===== src/rtl/hdcw_pkg.sv =====
// Purpose: Shared constants and carriers for the half-duplex control-word serial frame block
// Assumes: 20 MHz system clock
// Notes: Link clock rate is set by a divider count

package hdcw_pkg;

  localparam int unsigned CTRL_BITS = 8;
  localparam int unsigned REPLY_MIN = 4;
  localparam int unsigned REPLY_MAX = 16;
  localparam int unsigned WAIT_BITS = 1;
  localparam int unsigned DIV_HALF_DEFAULT = 4;
  localparam logic [3:0] SIZE_RESET = 4'h7;
  localparam logic [4:0] CNT_ZERO = 5'h00;
  localparam logic [4:0] CNT_ONE = 5'h01;
  localparam logic [4:0] WAIT_CNT = 5'h01;
  localparam logic [4:0] CTRL_LAST = 5'h07;

  // Transmit side request: a control byte offered to the port
  typedef struct packed {
    logic valid;
    logic [7:0] ctrl;
  } hdcw_tx_type;

  // Receive side result: one committed reply word
  typedef struct packed {
    logic valid;
    logic [15:0] data;
  } hdcw_rx_type;

  // Pins driven by the master side
  typedef struct packed {
    logic sclk;
    logic cs_n;
    logic so;
  } hdcw_pins_type;

  typedef enum logic [5:0] {
    ST_IDLE = 6'b000001,
    ST_LEAD = 6'b000010,
    ST_CTRL = 6'b000100,
    ST_WAIT = 6'b001000,
    ST_DATA = 6'b010000,
    ST_TAIL = 6'b100000
  } hdcw_state_type;

endpackage

===== src/rtl/hdcw_frame.sv =====
// Purpose: Half-duplex control-word serial frame master with slave-mode sampling
// Assumes: Reply line and slave chip select come from outside and are synchronised here
// Notes: Serial clock is a divided system clock; one clock-enable freezes all state
//
// Overview of operation
// RULE1: Frame opens with eight control bits, receiver blind.
// RULE2: Slave replies after one serial clock wait.
// RULE3: Reply is four to sixteen bits long.
// RULE4: Idle: clock low, select high, output low.
// RULE5: Frame starts when control byte queued, enabled.
// RULE6: Select fall loads byte, MSB to output.
// RULE7: Select stays low; input undriven during control.
// RULE8: Slave samples rising, drives reply on falling.
// RULE9: Reply bits captured on serial clock rise.
// RULE10: Single: select rises one period, commits word.
// RULE11: Slave may release line after last bit.
// RULE12: Continuous: select low, next byte follows immediately.
// RULE13: Continuous: word committed on following falling edge.
// RULE14: Slave mode samples first rise after select.
// RULE15: External master sets select two periods early.
// RULE16: Reply length comes from size setting.

`timescale 1ns/1ps
`default_nettype none

module hdcw_frame #(
  parameter int unsigned DIV_HALF = hdcw_pkg::DIV_HALF_DEFAULT
) (
  input wire logic clk,
  input wire logic reset,
  input wire logic ce,
  input wire logic port_enable,
  input wire logic continuous,
  input wire logic [3:0] data_size_m1,
  input wire hdcw_pkg::hdcw_tx_type tx_in,
  output logic tx_ready,
  output hdcw_pkg::hdcw_rx_type rx_out,
  output hdcw_pkg::hdcw_pins_type pins,
  input wire logic serial_in,
  input wire logic slave_mode,
  input wire logic slave_sclk,
  input wire logic slave_cs_n,
  output hdcw_pkg::hdcw_rx_type slave_rx_out
);
  import hdcw_pkg::*;

  // ********************
  // Input synchronisers
  // ********************
  logic [1:0] sin_q, ssck_q, scs_q;
  logic ssck_prev_q;
  always_ff @(posedge clk) begin
    if (reset) begin
      sin_q <= 2'h0;
      ssck_q <= 2'h0;
      scs_q <= 2'h3;
      ssck_prev_q <= 1'b0;
    end else if (ce) begin
      sin_q <= {sin_q[0], serial_in};
      ssck_q <= {ssck_q[0], slave_sclk};
      scs_q <= {scs_q[0], slave_cs_n};
      ssck_prev_q <= ssck_q[1];
    end
  end

  // ********************
  // Serial clock divider
  // ********************
  localparam int unsigned DW = $clog2(DIV_HALF + 1);
  localparam logic [DW-1:0] DIV_LAST = DW'(DIV_HALF - 1);
  hdcw_state_type state_q, state_d;
  logic [DW-1:0] div_q;
  logic sclk_q;
  wire running = (state_q != ST_IDLE);
  wire half_tick = running && (div_q == DIV_LAST);
  wire rise_tick = half_tick && !sclk_q;
  wire fall_tick = half_tick && sclk_q;

  always_ff @(posedge clk) begin
    if (reset || !running) begin
      div_q <= '0;
    end else if (ce) begin
      div_q <= half_tick ? '0 : div_q + DW'(1);
    end
  end

  // ********************
  // Frame sequencer
  // ********************
  logic [4:0] bit_q, bit_d;
  logic [7:0] tsr_q;
  logic [15:0] rsr_q;
  logic [3:0] size_q;
  logic cs_n_q, so_q, rx_pend_q;
  hdcw_rx_type rx_q;
  wire [4:0] reply_last = {1'b0, size_q};
  wire take_byte = port_enable && tx_in.valid; // RULE5
  wire reply_done = (state_q == ST_DATA) && rise_tick && (bit_q == reply_last);

  always_comb begin
    state_d = state_q;
    bit_d = bit_q;
    unique case (state_q)
      ST_IDLE: if (take_byte) state_d = ST_LEAD; // RULE5
      ST_LEAD: if (half_tick) begin
        state_d = ST_CTRL;
        bit_d = CNT_ZERO;
      end
      ST_CTRL: if (fall_tick) begin // RULE1
        if (bit_q == CTRL_LAST) begin
          state_d = ST_WAIT;
          bit_d = CNT_ZERO;
        end else begin
          bit_d = bit_q + CNT_ONE;
        end
      end
      ST_WAIT: if (fall_tick) begin // RULE2
        state_d = ST_DATA;
        bit_d = CNT_ZERO;
      end
      ST_DATA: if (rise_tick) begin // RULE9
        if (bit_q == reply_last) begin // RULE16
          state_d = ST_TAIL;
        end else begin
          bit_d = bit_q + CNT_ONE;
        end
      end
      ST_TAIL: if (fall_tick) begin
        if (continuous && take_byte) begin // RULE12
          state_d = ST_CTRL;
          bit_d = CNT_ZERO;
        end else begin
          bit_d = WAIT_CNT;
        end
      end else if (rise_tick && (bit_q == WAIT_CNT)) begin
        // One full period after the last capture: close the frame
        state_d = ST_IDLE; // RULE10
        bit_d = CNT_ZERO;
      end
      default: state_d = ST_IDLE;
    endcase
  end

  // Load paths for the transmit shifter and commit strobes for the reply word
  wire load_first = (state_q == ST_IDLE) && take_byte;
  wire load_next = (state_q == ST_TAIL) && fall_tick && continuous && take_byte;
  wire ctrl_shift = (state_q == ST_CTRL) && fall_tick && (bit_q != CTRL_LAST);
  wire ctrl_end = (state_q == ST_CTRL) && fall_tick && (bit_q == CTRL_LAST);
  wire commit_cont = load_next && rx_pend_q; // RULE13
  wire commit_single = (state_q == ST_TAIL) && rise_tick && (bit_q == WAIT_CNT); // RULE10

  always_ff @(posedge clk) begin
    if (reset) begin
      state_q <= ST_IDLE;
      bit_q <= CNT_ZERO;
      sclk_q <= 1'b0; // RULE4
      cs_n_q <= 1'b1; // RULE4
      so_q <= 1'b0; // RULE4
      tsr_q <= 8'h00;
      rsr_q <= 16'h0000;
      size_q <= SIZE_RESET;
      rx_pend_q <= 1'b0;
      rx_q <= '0;
      tx_ready <= 1'b0;
    end else if (ce) begin
      state_q <= state_d;
      bit_q <= bit_d;
      tx_ready <= load_first || load_next;
      rx_q.valid <= 1'b0;
      // Frame end keeps the clock low so the slave sees no extra rising edge
      sclk_q <= commit_single ? 1'b0 : (half_tick ? !sclk_q : (running ? sclk_q : 1'b0)); // RULE4
      if (load_first) begin
        cs_n_q <= 1'b0; // RULE6
        tsr_q <= tx_in.ctrl; // RULE6
        so_q <= tx_in.ctrl[7]; // RULE6
        size_q <= (data_size_m1 < 4'(REPLY_MIN - 1)) ? 4'(REPLY_MIN - 1) : data_size_m1; // RULE3
        rsr_q <= 16'h0000;
      end else if (load_next) begin
        tsr_q <= tx_in.ctrl; // RULE12
        so_q <= tx_in.ctrl[7]; // RULE12
        size_q <= (data_size_m1 < 4'(REPLY_MIN - 1)) ? 4'(REPLY_MIN - 1) : data_size_m1;
        rsr_q <= 16'h0000;
      end else if (ctrl_shift) begin
        tsr_q <= {tsr_q[6:0], 1'b0};
        so_q <= tsr_q[6];
      end else if (ctrl_end) begin
        so_q <= 1'b0;
      end
      if (state_q == ST_DATA && rise_tick) begin
        rsr_q <= {rsr_q[14:0], sin_q[1]}; // RULE9
      end
      if (reply_done) rx_pend_q <= 1'b1;
      if (commit_cont || commit_single) begin
        rx_q.valid <= rx_pend_q; // RULE13
        rx_q.data <= rsr_q;
        rx_pend_q <= 1'b0;
      end
      if (commit_single) cs_n_q <= 1'b1; // RULE10 RULE7
    end
  end

  // ********************
  // Slave-mode receive
  // ********************
  logic [15:0] srs_q;
  logic [4:0] scnt_q;
  hdcw_rx_type srx_q;
  wire s_rise = slave_mode && !scs_q[1] && ssck_q[1] && !ssck_prev_q; // RULE14 RULE15
  always_ff @(posedge clk) begin
    if (reset) begin
      srs_q <= 16'h0000;
      scnt_q <= CNT_ZERO;
      srx_q <= '0;
    end else if (ce) begin
      srx_q.valid <= 1'b0;
      if (scs_q[1]) begin
        scnt_q <= CNT_ZERO;
      end else if (s_rise) begin
        srs_q <= {srs_q[14:0], sin_q[1]}; // RULE14
        if (scnt_q == CTRL_LAST) begin
          srx_q.valid <= 1'b1;
          srx_q.data <= {8'h00, srs_q[6:0], sin_q[1]};
          scnt_q <= CNT_ZERO;
        end else begin
          scnt_q <= scnt_q + CNT_ONE;
        end
      end
    end
  end

  assign pins = '{sclk: sclk_q, cs_n: cs_n_q, so: so_q};
  assign rx_out = rx_q;
  assign slave_rx_out = srx_q;

endmodule

`default_nettype wire


===== config.mk =====
export PLATFORM = sky130hd
export DESIGN_NAME = hdcw_frame
export DESIGN_NICKNAME = d
export VERILOG_FILES = /design/src/rtl/hdcw_pkg.sv /design/src/rtl/hdcw_frame.sv
export SDC_FILE = /design/constraint.sdc
export NUM_CORES = 1
export LEC_CHECK = 0
export ABC_AREA = 0
export BUFFER_PORTS_ARGS = -buffer_cell sky130_fd_sc_hd__buf_2
export CORE_ASPECT_RATIO = 1.4
export CORE_UTILIZATION = 33
export DETAILED_ROUTE_END_ITERATION = 12
export SLEW_MARGIN = 40
export SYNTH_ARGS = -nofsm -noshare
export SYNTH_HDL_FRONTEND = slang
export SYNTH_SLANG_ARGS = --single-unit

===== constraint.sdc =====
create_clock -name clk -period 3.75 [get_ports clk]
set_input_delay 0.375 -clock clk [delete_from_list [all_inputs] [get_ports clk]]
set_output_delay 0.375 -clock clk [all_outputs]
set_load 0.01 [all_outputs]

Word-level counts from Yosys, hierarchy flattened
Cells that the tools add are included.
{ "totals": {"ff_bits": 91, "out_inout_bits": 38} }
{ "op_classes": {"mux": 49, "n_bitwise": 1, "eq_ne": 24, "add_sub_neg": 3, "reduce_logical": 49, "magnitude_cmp": 1} }
{ "op_table": {"columns": ["operator", "count"], "rows": [
  ["$mux 17", 4],
  ["$mux 6", 10],
  ["$mux 5", 11],
  ["$mux 16", 3],
  ["$pmux 6 s6", 1],
  ["$pmux 5 s5", 1],
  ["$logic_and 1x1->1", 21],
  ["$mux 7", 3],
  ["$reduce_and 2->1", 9],
  ["$ne 2x2->1 const B", 7],
  ["$mux 1", 12],
  ["$mux 4", 3],
  ["$add 5x1->5 const B", 2],
  ["$eq 5x3->1 const B", 2],
  ["$reduce_and 10->1", 1],
  ["$reduce_and 8->1", 1],
  ["$reduce_bool 2->1", 4],
  ["$eq 6x1->1 const B", 1],
  ["$eq 6x2->1 const B", 1],
  ["$eq 6x3->1 const B", 1],
  ["$eq 6x4->1 const B", 1],
  ["$eq 6x5->1 const B", 1],
  ["$eq 6x6->1 const B", 1],
  ["$ne 3x3->1 const B", 2],
  ["other kinds (18)", 24]
]} }

Longest topological paths before layout
{ "depth": {"ltp_word": 10, "ltp_mapped": 11, "depth_no_buf": 8} }

Worst setup path before layout
OpenSTA, ideal clock, no wires.
{ "synth_timing": {"path_type": "register to register", "startpoint": "register state_q[3]", "endpoint": "register rx_q, in the netlist rx_out[15]", "path_slack_ns": 1.238, "period_less_slack_ns": 2.512, "stages_incl_launch_ff": 12, "path_buffers": 5, "t_required_ns": 3.622, "arrival_ns": 2.384, "setup_ns": 0.128, "path_cell_list": "dfxtp_1 -> buf_6 -> or4_4 -> buf_6 -> or3b_1 -> buf_6 -> and4_1 -> o21ai_1 -> buf_4 -> buf_6 -> mux2i_1 -> nor2_1"} }
{ "synth_between": {"elab_chain_cells": 9, "word_cells_on_any_way": 13} }
{ "synth_lines": {"columns": ["element", "line_no", "text"], "rows": [
  ["from (decl)", "hdcw_frame.sv:71", "hdcw_state_type state_q, state_d;"],
  ["from (signal assigned)", "hdcw_frame.sv:166", "state_q <= state_d;"],
  ["$ne 6x1->1", "hdcw_frame.sv:74", "wire running = (state_q != ST_IDLE);"],
  ["$logic_and 1x1->1", "hdcw_frame.sv:75", "wire half_tick = running && (div_q == DIV_LAST);"],
  ["$logic_and 1x1->1", "hdcw_frame.sv:77", "wire fall_tick = half_tick && sclk_q;"],
  ["$logic_and 1x1->1 (3 in a row)", "hdcw_frame.sv:146", "wire load_next = (state_q == ST_TAIL) && fall_tick && continuous && take_byte;"],
  ["$logic_and 1x1->1", "hdcw_frame.sv:149", "wire commit_cont = load_next && rx_pend_q;"],
  ["$logic_or 1x1->1 *", "hdcw_frame.sv:193", "if (commit_cont || commit_single) begin"],
  ["$reduce_and 2->1 (no line) *", null, null],
  ["to (decl)", "hdcw_frame.sv:95", "hdcw_rx_type rx_q;"]
]} }
Mark *: on every way between the ends. The rest lies on a longest branch, timed or not.
A chain may end at the register's enable or synchronous reset.

Final worst setup path
{ "layout_timing": {"startpoint": "register state_q[1]", "endpoint": "register rsr_q[8]"} }
{ "layout_between": {"elab_chain_cells": 8, "word_cells_on_any_way": 16} }
{ "layout_lines": {"columns": ["element", "line_no", "text"], "rows": [
  ["$ne 6x1->1", "hdcw_frame.sv:74", null],
  ["$logic_and 1x1->1", "hdcw_frame.sv:75", null],
  ["$logic_and 1x1->1", "hdcw_frame.sv:77", null],
  ["$logic_and 1x1->1 (3 in a row)", "hdcw_frame.sv:146", null],
  ["$reduce_bool 3->1 (no line)", null, null],
  ["$reduce_and 2->1 (no line)", null, null],
  ["to (signal assigned)", "hdcw_frame.sv:190", "rsr_q <= {rsr_q[14:0], sin_q[1]};"],
  ["to (decl)", "hdcw_frame.sv:92", "logic [15:0] rsr_q;"]
]} }
Several ways; a longest one is shown, not always the timed one.

==> flow_metrics.py <==
metrics = {
    "yosys": {
        "synth_area_leader_cell": "dfxtp_1",
        "seq_area_frac_synth": 0.4499,
        "synth_cell_type_count": 63,
        "avgSynthCellArea_sq_um": 9.058,
        "ys_seq_elements": 91,
        "syn_area_sq_um": 4049,
        "synth_edf_count": 0,
        "synth_area_leaders": "dfxtp_1 45%, mux2i_1 9.6%, nor2_1 7.1%",
        "yosys_warnings": 0,
        "yosys.area.top_type_share": 0.4499,
        "synthArstFlopShare": 0,
        "synth_flop_cell": "dfxtp_1",
        "netlist_instances": 447,
    },
    "setup_path": {
        "cp.arrival_ns": 3.01,
        "startpoint_type": "flip-flop",
        "reg2reg_to": "rsr_q[8]$_SDFFE_PP0P_",
        "cp_max_fo": 18,
        "crit_type": "flip-flop to flip-flop",
        "r2r-start": "state_q[1]$_SDFFE_PP0P_",
        "ff2ff_setup_slack_ns": 1.01,
        "r2r_cells": 6,
        "cp-end-kind": "flip-flop",
        "required_ns": 4.02,
    },
    "clocking": {
        "cts_setup_buffers": 0,
        "cts_root_buf": "clkbuf_16",
        "cts_tree": "built",
        "ctsResizeCount": 0,
        "cts_htree_levels": 3,
        "cts_sinks": 91,
        "postCtsHoldBufs": 0,
        "path_clk_slew_ns": 0.07,
        "cts.path.max_buffers": 2,
        "cts_made_buffers": 9,
        "insertion_delay_ns": 0.34,
    },
    "layout": {
        "drive_above_1_share": 0.1824,
        "area_growth_pct": 13.94,
        "fillers": 1212,
        "diodes": 0,
        "multi_input_area_sq_um": 2008,
        "nets": 510,
        "register_area_sq_um": 1822,
    },
    "global_routing": {
        "grt_first_pass_wirelength_mm": 14.30,
        "first_global_vias": 3042,
        "gr-total-overflow": 0,
        "grt_util_all_layers": 0.1436,
        "antenna_found_initial": 0,
        "grt_max_degree": 53,
    },
    "place": {
        "port_buffers": 51,
        "pre_cts_slack_ns": 1.031,
        "place.gp.congestion": 0.8936,
        "dp_hpwl_mm": 5.992,
    },
    "timing": {
        "finClkSkew_ns": 0.005814,
        "final.min_clock_period_ns": 2.740,
        "hold_violations": 0,
        "setup_slack_ns": 1.010,
        "slew_headroom": 0.4590,
        "whs_ns": 0.2520,
        "fin_setup_tns_ns": 0,
        "rsz0062_at_grt": "false",
        "setup_viol": 0,
        "max_freq_mhz": 365.0,
        "min_period_over_period": 0.7306,
        "slew_violations": 0,
        "worst_pin_slew_ns": 0.8115,
    },
    "routing": {
        "wire_per_inst_um": 13.44,
        "drc_errors": 0,
        "vias_per_cell": 5.052,
        "first_pass_iters": 4,
        "ant_nets": 0,
        "vias": 3208,
        "drt_iter0_drc": 79,
        "wl_mm": 8.534,
    },
    "floorplanning": {
        "dieWidth_um": 95.62,
        "start_util": 0.3408,
        "dieHeight_um": 133.1,
        "core-area_sq_um": 11880,
        "die-area_sq_um": 12720,
        "io_pins": 60,
        "core.rowCount": 47,
    },
    "power": {
        "ir_drop_mv": 0.2196,
        "finalPower_mw": 2.055,
        "power_leakage_nw": 1.896,
        "powerDensity_nw_per_um2": 445.4,
    },
    "min_path": {
        "min_from": "slave_cs_n",
        "hp-class": "input pin to flip-flop",
        "hold_depth": 2,
        "holdPathEnd": "scs_q[0]$_SDFFE_PP1P_",
    },
    "flow_run": {
        "max-cap-violations": 0,
    },
    "run_status": {
        "run_status": "finished, final reports clean",
    },
}
[flip-flops by register name, summed over array words and instances (netlist names), 2 cells and up]
name and flops:
div_q 3, rsr_q 16, tsr_q 7, srs_q 7
scnt_q 5, slave_rx_out 9, bit_q 5, ssck_q 2
sin_q 2, size_q 4, state_q 6, rx_out 17
scs_q 2
[cell usage after synthesis (2+ instances only)]
| master | number |
|---|---|
| o21ai_0 | 11 |
| a21oi_1 | 28 |
| nor3_1 | 11 |
| nand3_1 | 7 |
| nor2_1 | 77 |
| nand2b_1 | 5 |
| nor4_1 | 2 |
| a311oi_1 | 2 |
| or3_1 | 2 |
| nand2_1 | 34 |
| or2_2 | 2 |
| o32ai_1 | 2 |
| a211o_1 | 2 |
| nor3b_1 | 3 |
| and3_1 | 4 |
| ha_1 | 4 |
| and3b_1 | 2 |
| mux2i_1 | 39 |
| nor2_2 | 4 |
| xnor2_1 | 4 |
| o21bai_1 | 2 |
| or4_1 | 4 |
| a211oi_1 | 4 |
| nand3b_1 | 4 |
| nor2b_1 | 6 |
| inv_1 | 5 |
| dfxtp_1 | 91 |
| buf_4 | 13 |
| buf_1 | 2 |
| buf_6 | 4 |
| buf_2 | 2 |
| a22oi_1 | 17 |
| a211oi_2 | 4 |
| clkbuf_1 | 14 |
| and4_1 | 2 |
[where the power goes]
group / internal (mW) / switching [mW] / total, mW
Combinational: 0.0666 / 0.105 / 0.171
Clock: 0.515 / 0.368 / 0.882
Sequential: 0.986 / 0.0157 / 1.00
[worst max-delay path by stage]
stage / startpoint / cells past startpoint / slack (ns) / endpoint
finish: state_q[1]$_SDFFE_PP0P_ / 6 / 1.01 / rsr_q[8]$_SDFFE_PP0P_
global route: state_q[1]$_SDFFE_PP0P_ / 6 / 0.79 / rsr_q[13]$_SDFFE_PP0P_
CTS: state_q[1]$_SDFFE_PP0P_ / 6 / 1.02 / rsr_q[9]$_SDFFE_PP0P_
detailed placement: state_q[1]$_SDFFE_PP0P_ / 6 / 1.03 / rsr_q[11]$_SDFFE_PP0P_
global placement: state_q[1]$_SDFFE_PP0P_ / 6 / 1.08 / rsr_q[8]$_SDFFE_PP0P_
floorplan: state_q[3]$_SDFFE_PP0P_ / 11 / 1.24 / rx_out[15]$_SDFFE_PP0P_
[cell families (layout without fill, tap and decap cells)]
kind of cell	Yosys count	in the layout	synth area share
compound gates	86	86	0.1505
xor+xnor	5	5	0.01082
fa+ha+maj	4	4	0.01236
buf+inv	42	76	0.06304
flops	91	91	0.4499
mux	40	40	0.09920
other cells	1	8	0.0009262
simple gates	178	178	0.2132
[worst max-delay path, stage by stage (launching register included)]
cell,delay [ns]
dfxtp_1,0.35
or4_4,0.59
or3b_1,0.53
and4_1,0.47
a21oi_4,0.49
a22oi_1,0.12
nor2_1,0.12
[per-stage QoR]
step / util / instance area (sq um) / instances
2_1_floorplan: - / 4075 / 454
3_3_place_gp: 0.3638 / 4322 / 620
3_5_place_dp: 0.3638 / 4322 / 620
4_1_cts: 0.3884 / 4613 / 635
5_1_grt: 0.3884 / 4613 / 635
6_report: 0.3884 / 4613 / 635
[cells in the final DEF, fill, tap and decap left out, types with 3 or more instances in the layout]
cell       netlist  layout
conb_1           1       8
inv_1            5       5
nor3b_1          3       3
mux2i_1         39      39
or4_1            4       4
buf_2            2      51
clkbuf_16        0       9
nand3b_1         4       4
nand2_1         34      34
nor2_1          77      77
dfxtp_1         91      91
a22oi_1         17      17
nor2b_1          6       6
o21ai_0         11      11
a211oi_1         4       4
nor2_2           4       4
nor3_1          11      11
nand2b_1         5       5
xnor2_1          4       4
nand3_1          7       7
buf_4           13       4
and3_1           4       4
a211oi_2         4       4
ha_1             4       4
a21oi_1         28      28
[area by class of cell]
cell class	instances	area share
timing repair buffer	55	0.06184
clock inverter	6	0.01437
sequential	91	0.3949
tap	147	0.03987
inverter	6	0.004882
multi-input combinational	321	0.4353
clock buffer	9	0.04882
[metal layers]
| metal | global-route usage | up-vias | share of wire |
|---|---|---|---|
| met4 | 0.06136 | 0 | 0.019 |
| met2 | 0.2282 | 72 | 0.48 |
| met5 | 0 | - | 0 |
| met1 | 0.1809 | 1497 | 0.45 |
| li1 | - | 1628 | - |
| met3 | 0.03793 | 11 | 0.048 |
Power figures use the tool's default switching activity.
